### config.mk
export PLATFORM = sky130hd
export DESIGN_NAME = flm_top
export DESIGN_NICKNAME = d
export VERILOG_FILES = /design/src/logic/flm_pkg.sv /design/src/logic/flm_top.sv /design/src/logic/flm_sync.sv
export VERILOG_INCLUDE_DIRS = /design/src /design/src/logic
export SDC_FILE = /design/constraint.sdc
export NUM_CORES = 1
export LEC_CHECK = 0
export ABC_AREA = 0
export BUFFER_PORTS_ARGS = -buffer_cell sky130_fd_sc_hd__buf_2
export CAP_MARGIN = 10
export CORE_MARGIN = 3
export CORE_UTILIZATION = 45
export DETAILED_ROUTE_END_ITERATION = 10
export MAX_ROUTING_LAYER = met4
export PLACE_DENSITY = 0.75
export SYNTH_ARGS = -nofsm -noshare
export SYNTH_HDL_FRONTEND = slang
export SYNTH_SLANG_ARGS = --single-unit
### constraint.sdc
create_clock -name mclk -period 1.8 [get_ports mclk]
set_input_delay 0.09 -clock mclk [delete_from_list [all_inputs] [get_ports mclk]]
set_output_delay 0.09 -clock mclk [all_outputs]
set_load 0.01 [all_outputs]
### src/logic/flm_defines.svh
`ifndef FLM_DEFINES_SVH
`define FLM_DEFINES_SVH
// Register byte offsets on the Wishbone slave.
`define FLM_ADR_CTRL   8'h00
`define FLM_ADR_LEVEL  8'h04
`define FLM_ADR_MPP    8'h08
`define FLM_ADR_STAT   8'h0C
`define FLM_ADR_IRQS   8'h10
`define FLM_ADR_IRQM   8'h14
// Control register fields.
`define FLM_SINK_LSB   1
`define FLM_SINK_MSB   3
`define FLM_MODE_LSB   4
`define FLM_MODE_MSB   5
`define FLM_HCDIS_BIT  6
// Level register fields.
`define FLM_TORCH_LSB  0
`define FLM_TORCH_MSB  2
`define FLM_STRB_LSB   4
`define FLM_STRB_MSB   6
`define FLM_VOUT_LSB   8
`define FLM_VOUT_MSB   11
// Multipurpose pin register fields.
`define FLM_MPP_LSB    0
`define FLM_MPP_MSB    1
`define FLM_GPO_BIT    4
`define FLM_GOE_BIT    5
`define FLM_GPI_BIT    8
// Reset values.
`define FLM_SINK_RST   3'h7
`define FLM_TORCH_RST  3'h0
`define FLM_STRB_RST   3'h0
`define FLM_VOUT_RST   4'h0
// Output target code that stands for a fixed 4.95 V.
`define FLM_VOUT_495   4'h6
// Event bits of the interrupt status and mask registers.
`define FLM_EV_W       4
`define FLM_EV_FLASH   0
`define FLM_EV_MASK    1
`define FLM_EV_TORCH   2
`define FLM_EV_PGLOST  3
// Pin positions inside the synchroniser vector.
`define FLM_PIN_W      8
`define FLM_PIN_TORCH  0
`define FLM_PIN_VOLT   1
`define FLM_PIN_STRB   2
`define FLM_PIN_TXM    3
`define FLM_PIN_HCS    4
`define FLM_PIN_NRST   5
`define FLM_PIN_PG     6
`define FLM_PIN_GPI    7
`define FLM_PIN_RST    8'h00
`endif

### src/logic/flm_pkg.sv
`default_nettype none
package flm_pkg;
  // Effective operating mode, one-hot.
  typedef enum logic [3:0] {
    MODE_SHUT  = 4'h1,
    MODE_VOLT  = 4'h2,
    MODE_TORCH = 4'h4,
    MODE_FLASH = 4'h8
  } flm_mode_t;
  // Mode as programmed by software.
  typedef enum logic [1:0] {
    PROG_SHUT  = 2'h0,
    PROG_VOLT  = 2'h1,
    PROG_TORCH = 2'h2,
    PROG_FLASH = 2'h3
  } flm_prog_t;
  // Function of the multipurpose pin.
  typedef enum logic [1:0] {
    MPP_PG_OD = 2'h0,
    MPP_PG_PP = 2'h1,
    MPP_GPIO  = 2'h2
  } flm_mpp_t;
endpackage : flm_pkg
`default_nettype wire

### src/logic/flm_top.sv
// Functional notes
// - Torch force input high selects torch operation.
// - Torch force honoured only in shutdown or voltage.
// - Each sink enabled by its own field bit.
// - Voltage force selects voltage mode at 4.95 V.
// - Strobe low gives torch level, high flash level.
// - Multipurpose pin: GPIO or PG; default open-drain PG.
// - High-current select: direct drive or storage mode.
// - Master reset low: shutdown, interface reset.
// - Transmit mask drops flash to torch level immediately.
// - Control interface up to 3.4 Mbit/s, host respects it.
//
// The register offsets and register access over Wishbone were left to the implementer.
`include "flm_defines.svh"
`default_nettype none
module flm_top (
  // Clock and reset.
  input  wire logic        mclk,
  input  wire logic        rst,
  // Wishbone slave.
  input  wire logic        wb_cyc_i,
  input  wire logic        wb_stb_i,
  input  wire logic        wb_we_i,
  input  wire logic [7:0]  wb_adr_i,
  input  wire logic [3:0]  wb_sel_i,
  input  wire logic [31:0] wb_dat_i,
  output logic      [31:0] wb_dat_o,
  output logic             wb_ack_o,
  // Hardware control pins.
  input  wire logic        torch_force_input,
  input  wire logic        voltage_mode_force_input,
  input  wire logic        flash_strobe_input,
  input  wire logic        tx_mask_input,
  input  wire logic        high_current_select,
  input  wire logic        master_reset_n,
  input  wire logic        output_in_regulation_flag,
  // Multipurpose pin.
  input  wire logic        multipurpose_pin_i,
  output logic             multipurpose_pin_o,
  output logic             multipurpose_pin_oe,
  // Power stage and sink controls.
  output logic             sink_one_en,
  output logic             sink_two_en,
  output logic             sink_three_en,
  output logic      [2:0]  led_level,
  output logic      [3:0]  vout_target,
  output logic      [3:0]  mode_state,
  output logic             power_stage_en,
  output logic             power_stage_reduced,
  // Interrupt.
  output logic             irq
);
  // Address decode used by both the write and the read paths.
  function automatic logic flm_hit(input logic [7:0] adr,
                                   input logic [7:0] off);
    flm_hit = (adr[7:2] == off[7:2]);
  endfunction : flm_hit

  logic [`FLM_PIN_W-1:0] pin_raw;
  logic [`FLM_PIN_W-1:0] pin_s;
  logic                  torch_s;
  logic                  volt_s;
  logic                  strobe_s;
  logic                  mask_s;
  logic                  hcs_s;
  logic                  nrst_s;
  logic                  pg_s;
  logic                  gpi_s;
  logic                  regs_clr;

  // Every pin passes the three-stage filter before any decision.
  assign pin_raw = {multipurpose_pin_i, output_in_regulation_flag,
                    master_reset_n, high_current_select, tx_mask_input,
                    flash_strobe_input, voltage_mode_force_input,
                    torch_force_input};
  flm_sync #(
    .WIDTH (`FLM_PIN_W),
    .RST_V (`FLM_PIN_RST)
  ) u_sync (
    .mclk (mclk),
    .rst  (rst),
    .d    (pin_raw),
    .q    (pin_s)
  );
  assign torch_s  = pin_s[`FLM_PIN_TORCH];
  assign volt_s   = pin_s[`FLM_PIN_VOLT];
  assign strobe_s = pin_s[`FLM_PIN_STRB];
  assign mask_s   = pin_s[`FLM_PIN_TXM];
  assign hcs_s    = pin_s[`FLM_PIN_HCS];
  assign nrst_s   = pin_s[`FLM_PIN_NRST];
  assign pg_s     = pin_s[`FLM_PIN_PG];
  assign gpi_s    = pin_s[`FLM_PIN_GPI];
  // The master reset pin clears the register interface like rst does.
  assign regs_clr = rst || !nrst_s;

  // Bus request qualifiers; ack comes one cycle after the request.
  logic wb_req;
  logic wb_wr;
  logic ack_reg;
  assign wb_req = wb_cyc_i && wb_stb_i && !ack_reg;
  assign wb_wr  = wb_req && wb_we_i;

  // Software state.
  logic [2:0]         sink_reg;
  flm_pkg::flm_prog_t prog_reg;
  logic               hcdis_reg;
  logic [2:0]         torch_lvl_reg;
  logic [2:0]         strb_lvl_reg;
  logic [3:0]         vout_prog_reg;
  flm_pkg::flm_mpp_t  mpp_cfg_reg;
  logic               gpo_reg;
  logic               goe_reg;

  // Control, level and pin registers; only byte lanes 0 and 1 exist.
  always_ff @(posedge mclk) begin
    if (regs_clr) begin
      sink_reg      <= `FLM_SINK_RST;
      prog_reg      <= flm_pkg::PROG_SHUT;
      hcdis_reg     <= 1'b0;
      torch_lvl_reg <= `FLM_TORCH_RST;
      strb_lvl_reg  <= `FLM_STRB_RST;
      vout_prog_reg <= `FLM_VOUT_RST;
      mpp_cfg_reg   <= flm_pkg::MPP_PG_OD;
      gpo_reg       <= 1'b0;
      goe_reg       <= 1'b0;
    end else if (wb_wr) begin
      if (flm_hit(wb_adr_i, `FLM_ADR_CTRL) && wb_sel_i[0]) begin
        sink_reg  <= wb_dat_i[`FLM_SINK_MSB:`FLM_SINK_LSB];
        prog_reg  <= flm_pkg::flm_prog_t'(
                       wb_dat_i[`FLM_MODE_MSB:`FLM_MODE_LSB]);
        hcdis_reg <= wb_dat_i[`FLM_HCDIS_BIT];
      end
      if (flm_hit(wb_adr_i, `FLM_ADR_LEVEL)) begin
        if (wb_sel_i[0]) begin
          torch_lvl_reg <= wb_dat_i[`FLM_TORCH_MSB:`FLM_TORCH_LSB];
          strb_lvl_reg  <= wb_dat_i[`FLM_STRB_MSB:`FLM_STRB_LSB];
        end
        if (wb_sel_i[1]) begin
          vout_prog_reg <= wb_dat_i[`FLM_VOUT_MSB:`FLM_VOUT_LSB];
        end
      end
      if (flm_hit(wb_adr_i, `FLM_ADR_MPP) && wb_sel_i[0]) begin
        mpp_cfg_reg <= flm_pkg::flm_mpp_t'(
                         wb_dat_i[`FLM_MPP_MSB:`FLM_MPP_LSB]);
        gpo_reg     <= wb_dat_i[`FLM_GPO_BIT];
        goe_reg     <= wb_dat_i[`FLM_GOE_BIT];
      end
    end
  end

  // Effective mode, current level and output target.
  flm_pkg::flm_mode_t mode_next;
  flm_pkg::flm_mode_t mode_reg;
  logic [2:0]         level_next;
  logic [3:0]         vout_next;
  logic               flash_hi;
  logic               torch_ok;
  always_comb begin
    mode_next = flm_pkg::MODE_SHUT;
    vout_next = vout_prog_reg;
    torch_ok  = (prog_reg == flm_pkg::PROG_SHUT) ||
                (prog_reg == flm_pkg::PROG_VOLT);
    if (!nrst_s) begin
      mode_next = flm_pkg::MODE_SHUT;
    end else if (torch_s && torch_ok) begin
      mode_next = flm_pkg::MODE_TORCH;
    end else if (volt_s) begin
      mode_next = flm_pkg::MODE_VOLT;
      vout_next = `FLM_VOUT_495;
    end else begin
      case (prog_reg)
        flm_pkg::PROG_SHUT:  mode_next = flm_pkg::MODE_SHUT;
        flm_pkg::PROG_VOLT:  mode_next = flm_pkg::MODE_VOLT;
        flm_pkg::PROG_TORCH: mode_next = flm_pkg::MODE_TORCH;
        flm_pkg::PROG_FLASH: mode_next = flm_pkg::MODE_FLASH;
        default:             mode_next = flm_pkg::MODE_SHUT;
      endcase
    end
    // The mask is a plain gate on the strobe, so it adds no cycle.
    flash_hi   = (mode_next == flm_pkg::MODE_FLASH) && strobe_s &&
                 !mask_s;
    level_next = flash_hi ? strb_lvl_reg : torch_lvl_reg;
  end

  // Driver outputs, all registered.
  logic [2:0] sink_out_reg;
  logic [2:0] level_reg;
  logic [3:0] vout_reg;
  logic       flash_hi_reg;
  logic       ps_en_reg;
  logic       ps_red_reg;
  logic       lit;
  assign lit = (mode_next == flm_pkg::MODE_TORCH) ||
               (mode_next == flm_pkg::MODE_FLASH);
  always_ff @(posedge mclk) begin
    if (rst) begin
      mode_reg     <= flm_pkg::MODE_SHUT;
      sink_out_reg <= 3'h0;
      level_reg    <= 3'h0;
      vout_reg     <= 4'h0;
      flash_hi_reg <= 1'b0;
      ps_en_reg    <= 1'b0;
      ps_red_reg   <= 1'b0;
    end else begin
      mode_reg     <= mode_next;
      sink_out_reg <= lit ? sink_reg : 3'h0;
      level_reg    <= level_next;
      vout_reg     <= vout_next;
      flash_hi_reg <= flash_hi;
      // Storage mode unloads the stage during flash; hcdis picks off.
      ps_en_reg    <= (mode_next != flm_pkg::MODE_SHUT) &&
                      !(hcs_s && flash_hi && hcdis_reg);
      ps_red_reg   <= hcs_s && flash_hi && !hcdis_reg;
    end
  end

  // Multipurpose pin drive; open-drain PG only ever pulls low.
  logic mpp_o_reg;
  logic mpp_oe_reg;
  always_ff @(posedge mclk) begin
    if (rst) begin
      mpp_o_reg  <= 1'b0;
      mpp_oe_reg <= 1'b0;
    end else begin
      case (mpp_cfg_reg)
        flm_pkg::MPP_PG_OD: begin
          mpp_o_reg  <= 1'b0;
          mpp_oe_reg <= !pg_s;
        end
        flm_pkg::MPP_PG_PP: begin
          mpp_o_reg  <= pg_s;
          mpp_oe_reg <= 1'b1;
        end
        flm_pkg::MPP_GPIO: begin
          mpp_o_reg  <= gpo_reg;
          mpp_oe_reg <= goe_reg;
        end
        default: begin
          mpp_o_reg  <= 1'b0;
          mpp_oe_reg <= 1'b0;
        end
      endcase
    end
  end

  // Events and interrupt; a new event beats a write-one-to-clear.
  logic [`FLM_EV_W-1:0] ev;
  logic [`FLM_EV_W-1:0] irq_stat_reg;
  logic [`FLM_EV_W-1:0] irq_mask_reg;
  logic                 mask_hit_reg;
  logic                 pg_prev_reg;
  logic                 irq_reg;
  always_comb begin
    ev                = '0;
    ev[`FLM_EV_FLASH] = flash_hi && !flash_hi_reg;
    ev[`FLM_EV_MASK]  = (mode_next == flm_pkg::MODE_FLASH) && strobe_s &&
                        mask_s && !mask_hit_reg;
    ev[`FLM_EV_TORCH] = (mode_next == flm_pkg::MODE_TORCH) &&
                        (mode_reg != flm_pkg::MODE_TORCH) && torch_s;
    ev[`FLM_EV_PGLOST] = pg_prev_reg && !pg_s;
  end
  always_ff @(posedge mclk) begin
    if (regs_clr) begin
      irq_stat_reg <= '0;
      irq_mask_reg <= '0;
      mask_hit_reg <= 1'b0;
      pg_prev_reg  <= 1'b0;
      irq_reg      <= 1'b0;
    end else begin
      mask_hit_reg <= (mode_next == flm_pkg::MODE_FLASH) && strobe_s &&
                      mask_s;
      pg_prev_reg  <= pg_s;
      if (wb_wr && wb_sel_i[0] && flm_hit(wb_adr_i, `FLM_ADR_IRQS)) begin
        irq_stat_reg <= (irq_stat_reg & ~wb_dat_i[`FLM_EV_W-1:0]) | ev;
      end else begin
        irq_stat_reg <= irq_stat_reg | ev;
      end
      if (wb_wr && wb_sel_i[0] && flm_hit(wb_adr_i, `FLM_ADR_IRQM)) begin
        irq_mask_reg <= wb_dat_i[`FLM_EV_W-1:0];
      end
      irq_reg <= |(irq_stat_reg & irq_mask_reg);
    end
  end

  // Read mux; the register block stands in for the serial port.
  logic [31:0] rd_next;
  logic [31:0] rd_reg;
  always_comb begin
    rd_next = 32'h0000_0000;
    if (flm_hit(wb_adr_i, `FLM_ADR_CTRL)) begin
      rd_next[`FLM_SINK_MSB:`FLM_SINK_LSB] = sink_reg;
      rd_next[`FLM_MODE_MSB:`FLM_MODE_LSB] = prog_reg;
      rd_next[`FLM_HCDIS_BIT]              = hcdis_reg;
    end else if (flm_hit(wb_adr_i, `FLM_ADR_LEVEL)) begin
      rd_next[`FLM_TORCH_MSB:`FLM_TORCH_LSB] = torch_lvl_reg;
      rd_next[`FLM_STRB_MSB:`FLM_STRB_LSB]   = strb_lvl_reg;
      rd_next[`FLM_VOUT_MSB:`FLM_VOUT_LSB]   = vout_prog_reg;
    end else if (flm_hit(wb_adr_i, `FLM_ADR_MPP)) begin
      rd_next[`FLM_MPP_MSB:`FLM_MPP_LSB] = mpp_cfg_reg;
      rd_next[`FLM_GPO_BIT]              = gpo_reg;
      rd_next[`FLM_GOE_BIT]              = goe_reg;
      rd_next[`FLM_GPI_BIT]              = gpi_s;
    end else if (flm_hit(wb_adr_i, `FLM_ADR_STAT)) begin
      rd_next[3:0]  = mode_reg;
      rd_next[6:4]  = level_reg;
      rd_next[11:8] = vout_reg;
      rd_next[23:16] = pin_s;
    end else if (flm_hit(wb_adr_i, `FLM_ADR_IRQS)) begin
      rd_next[`FLM_EV_W-1:0] = irq_stat_reg;
    end else if (flm_hit(wb_adr_i, `FLM_ADR_IRQM)) begin
      rd_next[`FLM_EV_W-1:0] = irq_mask_reg;
    end
  end
  // Bus answer; the slave answers only rst, so access stays possible.
  always_ff @(posedge mclk) begin
    if (rst) begin
      ack_reg <= 1'b0;
      rd_reg  <= 32'h0000_0000;
    end else begin
      ack_reg <= wb_req;
      rd_reg  <= (wb_req && !wb_we_i) ? rd_next : 32'h0000_0000;
    end
  end

  assign wb_ack_o            = ack_reg;
  assign wb_dat_o            = rd_reg;
  assign sink_one_en         = sink_out_reg[0];
  assign sink_two_en         = sink_out_reg[1];
  assign sink_three_en       = sink_out_reg[2];
  assign led_level           = level_reg;
  assign vout_target         = vout_reg;
  assign mode_state          = mode_reg;
  assign power_stage_en      = ps_en_reg;
  assign power_stage_reduced = ps_red_reg;
  assign multipurpose_pin_o  = mpp_o_reg;
  assign multipurpose_pin_oe = mpp_oe_reg;
  assign irq                 = irq_reg;

  // Checks on the mode, current and multipurpose pin logic.
  property p_torch_force;
    @(posedge mclk) disable iff (rst)
    nrst_s && torch_s && prog_reg == flm_pkg::PROG_SHUT
      |=> mode_state == flm_pkg::MODE_TORCH;
  endproperty
  a_torch_force: assert property (p_torch_force)
    else $error("torch force did not select torch mode");
  property p_torch_ignored;
    @(posedge mclk) disable iff (rst)
    nrst_s && !volt_s && prog_reg == flm_pkg::PROG_FLASH
      |=> mode_state == flm_pkg::MODE_FLASH;
  endproperty
  a_torch_ignored: assert property (p_torch_ignored)
    else $error("flash mode left under a force input");
  property p_sinks;
    @(posedge mclk) disable iff (rst)
    ##1 (mode_state == flm_pkg::MODE_TORCH ||
         mode_state == flm_pkg::MODE_FLASH)
      |-> {sink_three_en, sink_two_en, sink_one_en} == $past(sink_reg);
  endproperty
  a_sinks: assert property (p_sinks)
    else $error("sink enables differ from field");
  property p_volt_force;
    @(posedge mclk) disable iff (rst)
    nrst_s && volt_s && !torch_s
      |=> vout_target == `FLM_VOUT_495 &&
          mode_state != flm_pkg::MODE_SHUT;
  endproperty
  a_volt_force: assert property (p_volt_force)
    else $error("voltage force target wrong");
  property p_flash_level;
    @(posedge mclk) disable iff (rst)
    nrst_s && !volt_s && prog_reg == flm_pkg::PROG_FLASH &&
    strobe_s && !mask_s
      |=> led_level == $past(strb_lvl_reg) && flash_hi_reg;
  endproperty
  a_flash_level: assert property (p_flash_level)
    else $error("strobe level not applied");
  property p_mpp_default;
    @(posedge mclk) disable iff (rst)
    $past(rst) |-> mpp_cfg_reg == flm_pkg::MPP_PG_OD && !mpp_oe_reg;
  endproperty
  a_mpp_default: assert property (p_mpp_default)
    else $error("pin not open-drain power good after reset");
  property p_storage;
    @(posedge mclk) disable iff (rst)
    hcs_s && flash_hi |=> !power_stage_en || power_stage_reduced;
  endproperty
  a_storage: assert property (p_storage)
    else $error("full power stage during storage flash");
  property p_master_reset;
    @(posedge mclk) disable iff (rst)
    !nrst_s |=> mode_state == flm_pkg::MODE_SHUT &&
                prog_reg == flm_pkg::PROG_SHUT && irq_mask_reg == '0;
  endproperty
  a_master_reset: assert property (p_master_reset)
    else $error("master reset did not force shutdown");
  property p_tx_mask;
    @(posedge mclk) disable iff (rst)
    nrst_s && prog_reg == flm_pkg::PROG_FLASH && strobe_s && mask_s
      |=> led_level == $past(torch_lvl_reg) && !flash_hi_reg;
  endproperty
  a_tx_mask: assert property (p_tx_mask)
    else $error("transmit mask did not drop to torch level");
endmodule : flm_top
`default_nettype wire

### src/logic/flm_sync.sv
`default_nettype none
module flm_sync #(
  parameter int          WIDTH = 8,
  parameter logic [7:0]  RST_V = 8'h00
) (
  // Clock and reset.
  input  wire logic             mclk,
  input  wire logic             rst,
  // Asynchronous inputs and their filtered copies.
  input  wire logic [WIDTH-1:0] d,
  output logic      [WIDTH-1:0] q
);
  // A change is taken only once the second and third stages agree, so a
  // single metastable sample never reaches the mode logic.
  genvar i;
  generate
    for (i = 0; i < WIDTH; i++) begin : g_bit
      logic s1_reg;
      logic s2_reg;
      logic s3_reg;
      logic q_reg;
      always_ff @(posedge mclk) begin
        if (rst) begin
          s1_reg <= RST_V[i];
          s2_reg <= RST_V[i];
          s3_reg <= RST_V[i];
          q_reg  <= RST_V[i];
        end else begin
          s1_reg <= d[i];
          s2_reg <= s1_reg;
          s3_reg <= s2_reg;
          if (s2_reg == s3_reg) begin
            q_reg <= s3_reg;
          end
        end
      end
      assign q[i] = q_reg;
    end
  endgenerate
endmodule : flm_sync
`default_nettype wire

[After elaboration in Yosys (flattened, before gate mapping)]
Cells that the tools add are included.
Word-level totals
  bits in registers: 115
  input bits: 57
  output and inout bits: 52
  logic and storage cells: 163
Cells by class
  equality and inequality tests: 22
  mux-type cells: 27
  bitwise operators: 8
  reduce and logical (&&, ||, !) cells: 46
Operators with widths (number)
  $mux 4: 12
  $logic_and 1x1->1: 22
  $pmux 4 s4: 1
  $mux 3: 5
  $eq 6x2->1 const B: 2
  $eq 6x3->1 const B: 2
  $logic_not 1->1: 9
  $and 4x4->4: 2
  $eq 1x1->1: 8
  $or 4x4->4: 2
  $eq 2x2->1 const B: 3
  $eq 6x1->1 const B: 1
  $logic_not 6->1: 1
  $mux 2: 3
  $mux 6: 1
  $reduce_and 3->1: 2
  $reduce_or 6->1: 1
  $eq 2x1->1 const B: 2
  $eq 4x3->1 const B: 1
  $eq 4x4->1 const B: 1
  $logic_not 2->1: 2
  $ne 4x1->1 const B: 1
  $ne 4x3->1 const B: 1
  $not 4->4: 1
  other kinds (9): 17

[Longest topological paths before layout]
  depth after elaboration: 12
  gate-level depth with buffers: 6
  gate-level depth less buffers: 4

[Cells and area by module]
A second synthesis with hierarchy kept.
Second synthesis, totals
  cell total of the unflattened synthesis: 376
  area, all modules: 3808.7 sq um
By module, submodules not included
  flm_top: times used 1, cells an instance 285, area an instance 2825.2 sq um, seq. area each 1401.3 sq um
  flm_sync: times used 1, cells an instance 91, area an instance 983.4 sq um, seq. area each 640.6 sq um

[Worst setup path before layout]
No wires, ideal clock.
  path type: register to register
  start: register ack_reg (netlist: wb_ack_o)
  end: register vout_prog_reg[0]
  library setup time: 0.128 ns
  data arrival time: 1.312 ns
  data required time: 1.672 ns
  slack: 0.360 ns
  stages on the path, launching flop included: 7
  buffers on the path: 2
  period minus slack after synthesis: 1.440 ns
  path through: dfxtp_1 > and4b_1 > clkbuf_1 > and4_1 > buf_6 > mux2i_1 > nor2_1
On the way
  cells in the longest elaborated chain, start to end: 4
Ends and longest elaborated chain
  start, declared: RTL line flm_top.sv:99  | logic ack_reg;
  start signal, assigned: RTL line flm_top.sv:320  | ack_reg <= wb_req;
  $logic_not 1->1: RTL line flm_top.sv:100  | assign wb_req = wb_cyc_i && wb_stb_i && !ack_reg;
  $logic_and 1x1->1: RTL line flm_top.sv:100
  $logic_and 1x1->1: RTL line flm_top.sv:101  | assign wb_wr = wb_req && wb_we_i;
  $reduce_and 3->1 (no line)
  end signal, assigned: RTL line flm_top.sv:122  | vout_prog_reg <= `FLM_VOUT_RST;
  end signal, assigned: RTL line flm_top.sv:139  | vout_prog_reg <= wb_dat_i[`FLM_VOUT_MSB:`FLM_VOUT_LSB];
  end, declared: RTL line flm_top.sv:109  | logic [3:0] vout_prog_reg;
No other way between the ends.
A chain may end at the register's enable or synchronous reset.

[Final worst setup path]
  start: register ack_reg (netlist: wb_ack_o)
  end: register vout_prog_reg[3]
Same word-level chain as after synthesis.

==> insert_results.sql <==
INSERT INTO impl_metrics (metric_group, metric, value, unit) VALUES
('timing', 'setup_tns', '0', 'ns'),
('synth', 'synth.area.mux_share', '0.08541', ''),
('cts', 'ctsResizeCount', '0', ''),
('cts', 'root_buffer_master', 'clkbuf_8', ''),
('floorplanning', 'initial_cell_density_of_the_core', '0.4799', ''),
('final_layout', 'largest_register_ff_count', '19', ''),
('setup_path', 'cp_launch_type', 'flop', ''),
('placement', 'place.detailed.instances', '548', ''),
('synth', 'postSynthAreaPerCell', '9.880', 'um2'),
('setup_path', 'data_arrival_at_the_endpoint_of_the_critical_path', '1.80', 'ns'),
('cts', 'tritoncts_buffer_count', '9', ''),
('global_route', 'first_global_vias', '2770', ''),
('floorplanning', 'floorplan.die_area', '9639', 'um2'),
('setup_path', 'critical_path_peak_fanout', '6', ''),
('synth', 'yosys.area_share.adder', '0.01309', ''),
('floorplanning', 'coreArea', '7968', 'um2'),
('cts', 'cts.path.max_buffers', '2', ''),
('final_layout', 'final_nets', '532', ''),
('synth', 'synthCells', '387', ''),
('setup_path', 'endpoint_kind', 'flop', ''),
('setup_path', 'path_cells', 'and4b_1, and4_1, mux2i_1, nor2_1', ''),
('synth', 'postSynthRegisterBits', '102', ''),
('placement', 'place_hpwl', '6130', 'um'),
('final_layout', 'final_util', '0.5733', ''),
('synth', 'synth-edff-count', '0', ''),
('power', 'total_power', '3.907', 'mW'),
('timing', 'actual_slew_at_the_worst_max_slew_pin', '0.5032', 'ns'),
('global_route', 'wire_length_of_the_first_global_routing_pass', '13520', 'um'),
('floorplanning', 'chipWidth', '98.18', 'um'),
('synth', 'post-synth-top-area-cell', 'dfxtp_1', ''),
('placement', 'port_buffers', '70', ''),
('timing', 'unrepaired_setup_endpoints_after_global_routing', 'false', ''),
('synth', 'area_share_of_xor_xnor_cells_in_the_synthesized_design', '0', ''),
('power', 'max-vdd-ir-drop', '0.0004855', 'V'),
('timing', 'timing.final.crit_period', '1.550', 'ns'),
('final_layout', 'post-route-cell-area', '4568', 'um2'),
('detailed_routing', 'average_wire_length_per_cell_after_detail_routing', '14.43', 'um'),
('final_layout', 'regArea', '2042', 'um2'),
('timing', 'final.setup_skew', '0.01232', 'ns'),
('global_route', 'gr-max-usage-layer', 'met2', ''),
('setup_path', 'slowest_stage', 'and4_1', ''),
('job', 'max_cap_viol_count', '0', ''),
('timing', 'slew_viol_final', '0', ''),
('synth', 'synth_top_area_share', '0.5340', ''),
('global_route', 'gr-total-overflow', '0', ''),
('global_route', 'gr-usage-all-layers', '0.1796', ''),
('placement', 'placed_cell_area', '4230', 'um2'),
('cts', 'number_of_levels_the_h_tree_was_split_into', '3', ''),
('setup_path', 'crit_type', 'flop to flop', ''),
('synth', 'synth.top_cells.by_area', 'dfxtp_1, mux2i_1, nor2b_1', ''),
('outcome', 'run_status', 'finished clean', ''),
('final_layout', 'synthToLayoutAreaGrowth', '19.47', '%'),
('timing', 'layout_worst_path_cycle_share', '0.8614', ''),
('global_route', 'globalRouteMet3Util', '0.05286', ''),
('cts', 'clock_sink_count', '102', ''),
('synth', 'synth.cell_area', '3824', 'um2'),
('detailed_routing', 'via_count', '2896', ''),
('timing', 'max_freq', '0.6450', 'GHz'),
('global_route', 'grtUsageMet2', '0.2880', ''),
('final_layout', 'insertedDiodeCount', '0', ''),
('min_path', 'hold_class', 'input pin to flop', ''),
('synth', 'synth_simple_gate_area_share', '0.2153', ''),
('final_layout', 'drive_above_1_share', '0.2248', ''),
('detailed_routing', 'drt_first_iter_violations', '122', ''),
('cts', 'worstSkewPairLatency', '0.37', 'ns'),
('power', 'power_density', '855.3', 'nW/um2'),
('final_layout', 'area_of_combinational_cells_with_multiple_inputs', '1605', 'um2'),
('placement', 'routabilityCongestion', '0.8852', ''),
('floorplanning', 'pin_count', '109', ''),
('final_layout', 'final_cells', '578', ''),
('detailed_routing', 'detail_route.wirelength', '8338', 'um');
## layout make-up
class	instances	area share
Multi-Input combinational cell	256	0.3514
Timing Repair Buffer	94	0.1238
Clock buffer	10	0.03013
Clock inverter	6	0.01315
Sequential cell	102	0.4470
Tap cell	102	0.02794
Inverter	8	0.006574
## repair_timing
action | in CTS | in global routing
hold buffers | 14 | 0
buffers inserted | 0 | 0
endpoints found under the hold margin | 15 | 0
## placed cells by master, fill, tap and decap left out, drive strengths merged, types with 2 or more instances in the layout
| master | count |
|---|---|
| a221oi | 2 |
| inv | 13 |
| o21ai | 21 |
| nand2 | 20 |
| ha | 4 |
| nor4 | 2 |
| dfxtp | 102 |
| nand3b | 4 |
| buf | 80 |
| conb | 13 |
| o211ai | 2 |
| nand4 | 9 |
| mux4 | 2 |
| a21oi | 22 |
| nor2b | 29 |
| nand2b | 4 |
| clkbuf | 10 |
| nor3b | 3 |
| dlygate4sd3 | 14 |
| nor3 | 8 |
| and3b | 2 |
| a31oi | 4 |
| a22oi | 5 |
| o22ai | 2 |
| nor2 | 42 |
| and2 | 10 |
| nand3 | 7 |
| mux2i | 27 |
## cells by family after synthesis
| logic type | Yosys count |
|---|---|
| compound gates | 62 |
| other cells | 1 |
| flops | 102 |
| mux | 30 |
| simple gates | 147 |
| buf+inv | 41 |
| fa+ha+maj | 4 |
## routing by layer
metal	wire length [um]	share of wire
met1	3710	0.44
met2	3972	0.48
met3	546	0.065
met4	109	0.013
met5	0	0
## cells in the mapped netlist, types with 4 or more instances
cell,instances
a21oi_1,22
a22oi_1,5
a31oi_1,4
and2_1,10
buf_4,13
clkbuf_1,14
dfxtp_1,102
ha_1,4
inv_1,8
mux2i_1,27
nand2_1,20
nand2b_1,4
nand3_1,7
nand4_1,7
nor2_1,41
nor2b_1,29
nor3_1,7
o21ai_0,21
## stage by stage
stage                     setup WS, ns  hold WS, ns
after floorplan                 0.3604       0.2182
after global placement          0.2610       0.2976
after detailed placement        0.2370       0.3016
after CTS                       0.3037    0.0006117
after global routing            0.1566      0.01585
final                           0.2495      0.01174
## power breakdown
part / switching, mW / internal (mW) / total [mW]
Sequential: 0.00824 / 2.28 / 2.29
Clock: 0.840 / 0.583 / 1.42
Combinational: 0.107 / 0.0889 / 0.196
## final timing paths
kind                startpoint                to  slack [ns]  cells past startpoint
setup reg to reg      wb_ack_o  vout_prog_reg[3]        0.25                      4
setup / recovery      wb_ack_o  vout_prog_reg[3]        0.25                      4
hold reg to reg   mask_hit_reg   irq_stat_reg[1]        0.43                      1
hold / removal     wb_dat_i[5]   strb_lvl_reg[1]        0.01                      3
## worst max-delay path: cells and delay by family, from the launching register on
family | cells | cell delay [ns]
mux | 1 | 0.26
simple gates | 3 | 0.86
flops | 1 | 0.33
Power figures use the tool's default switching activity.
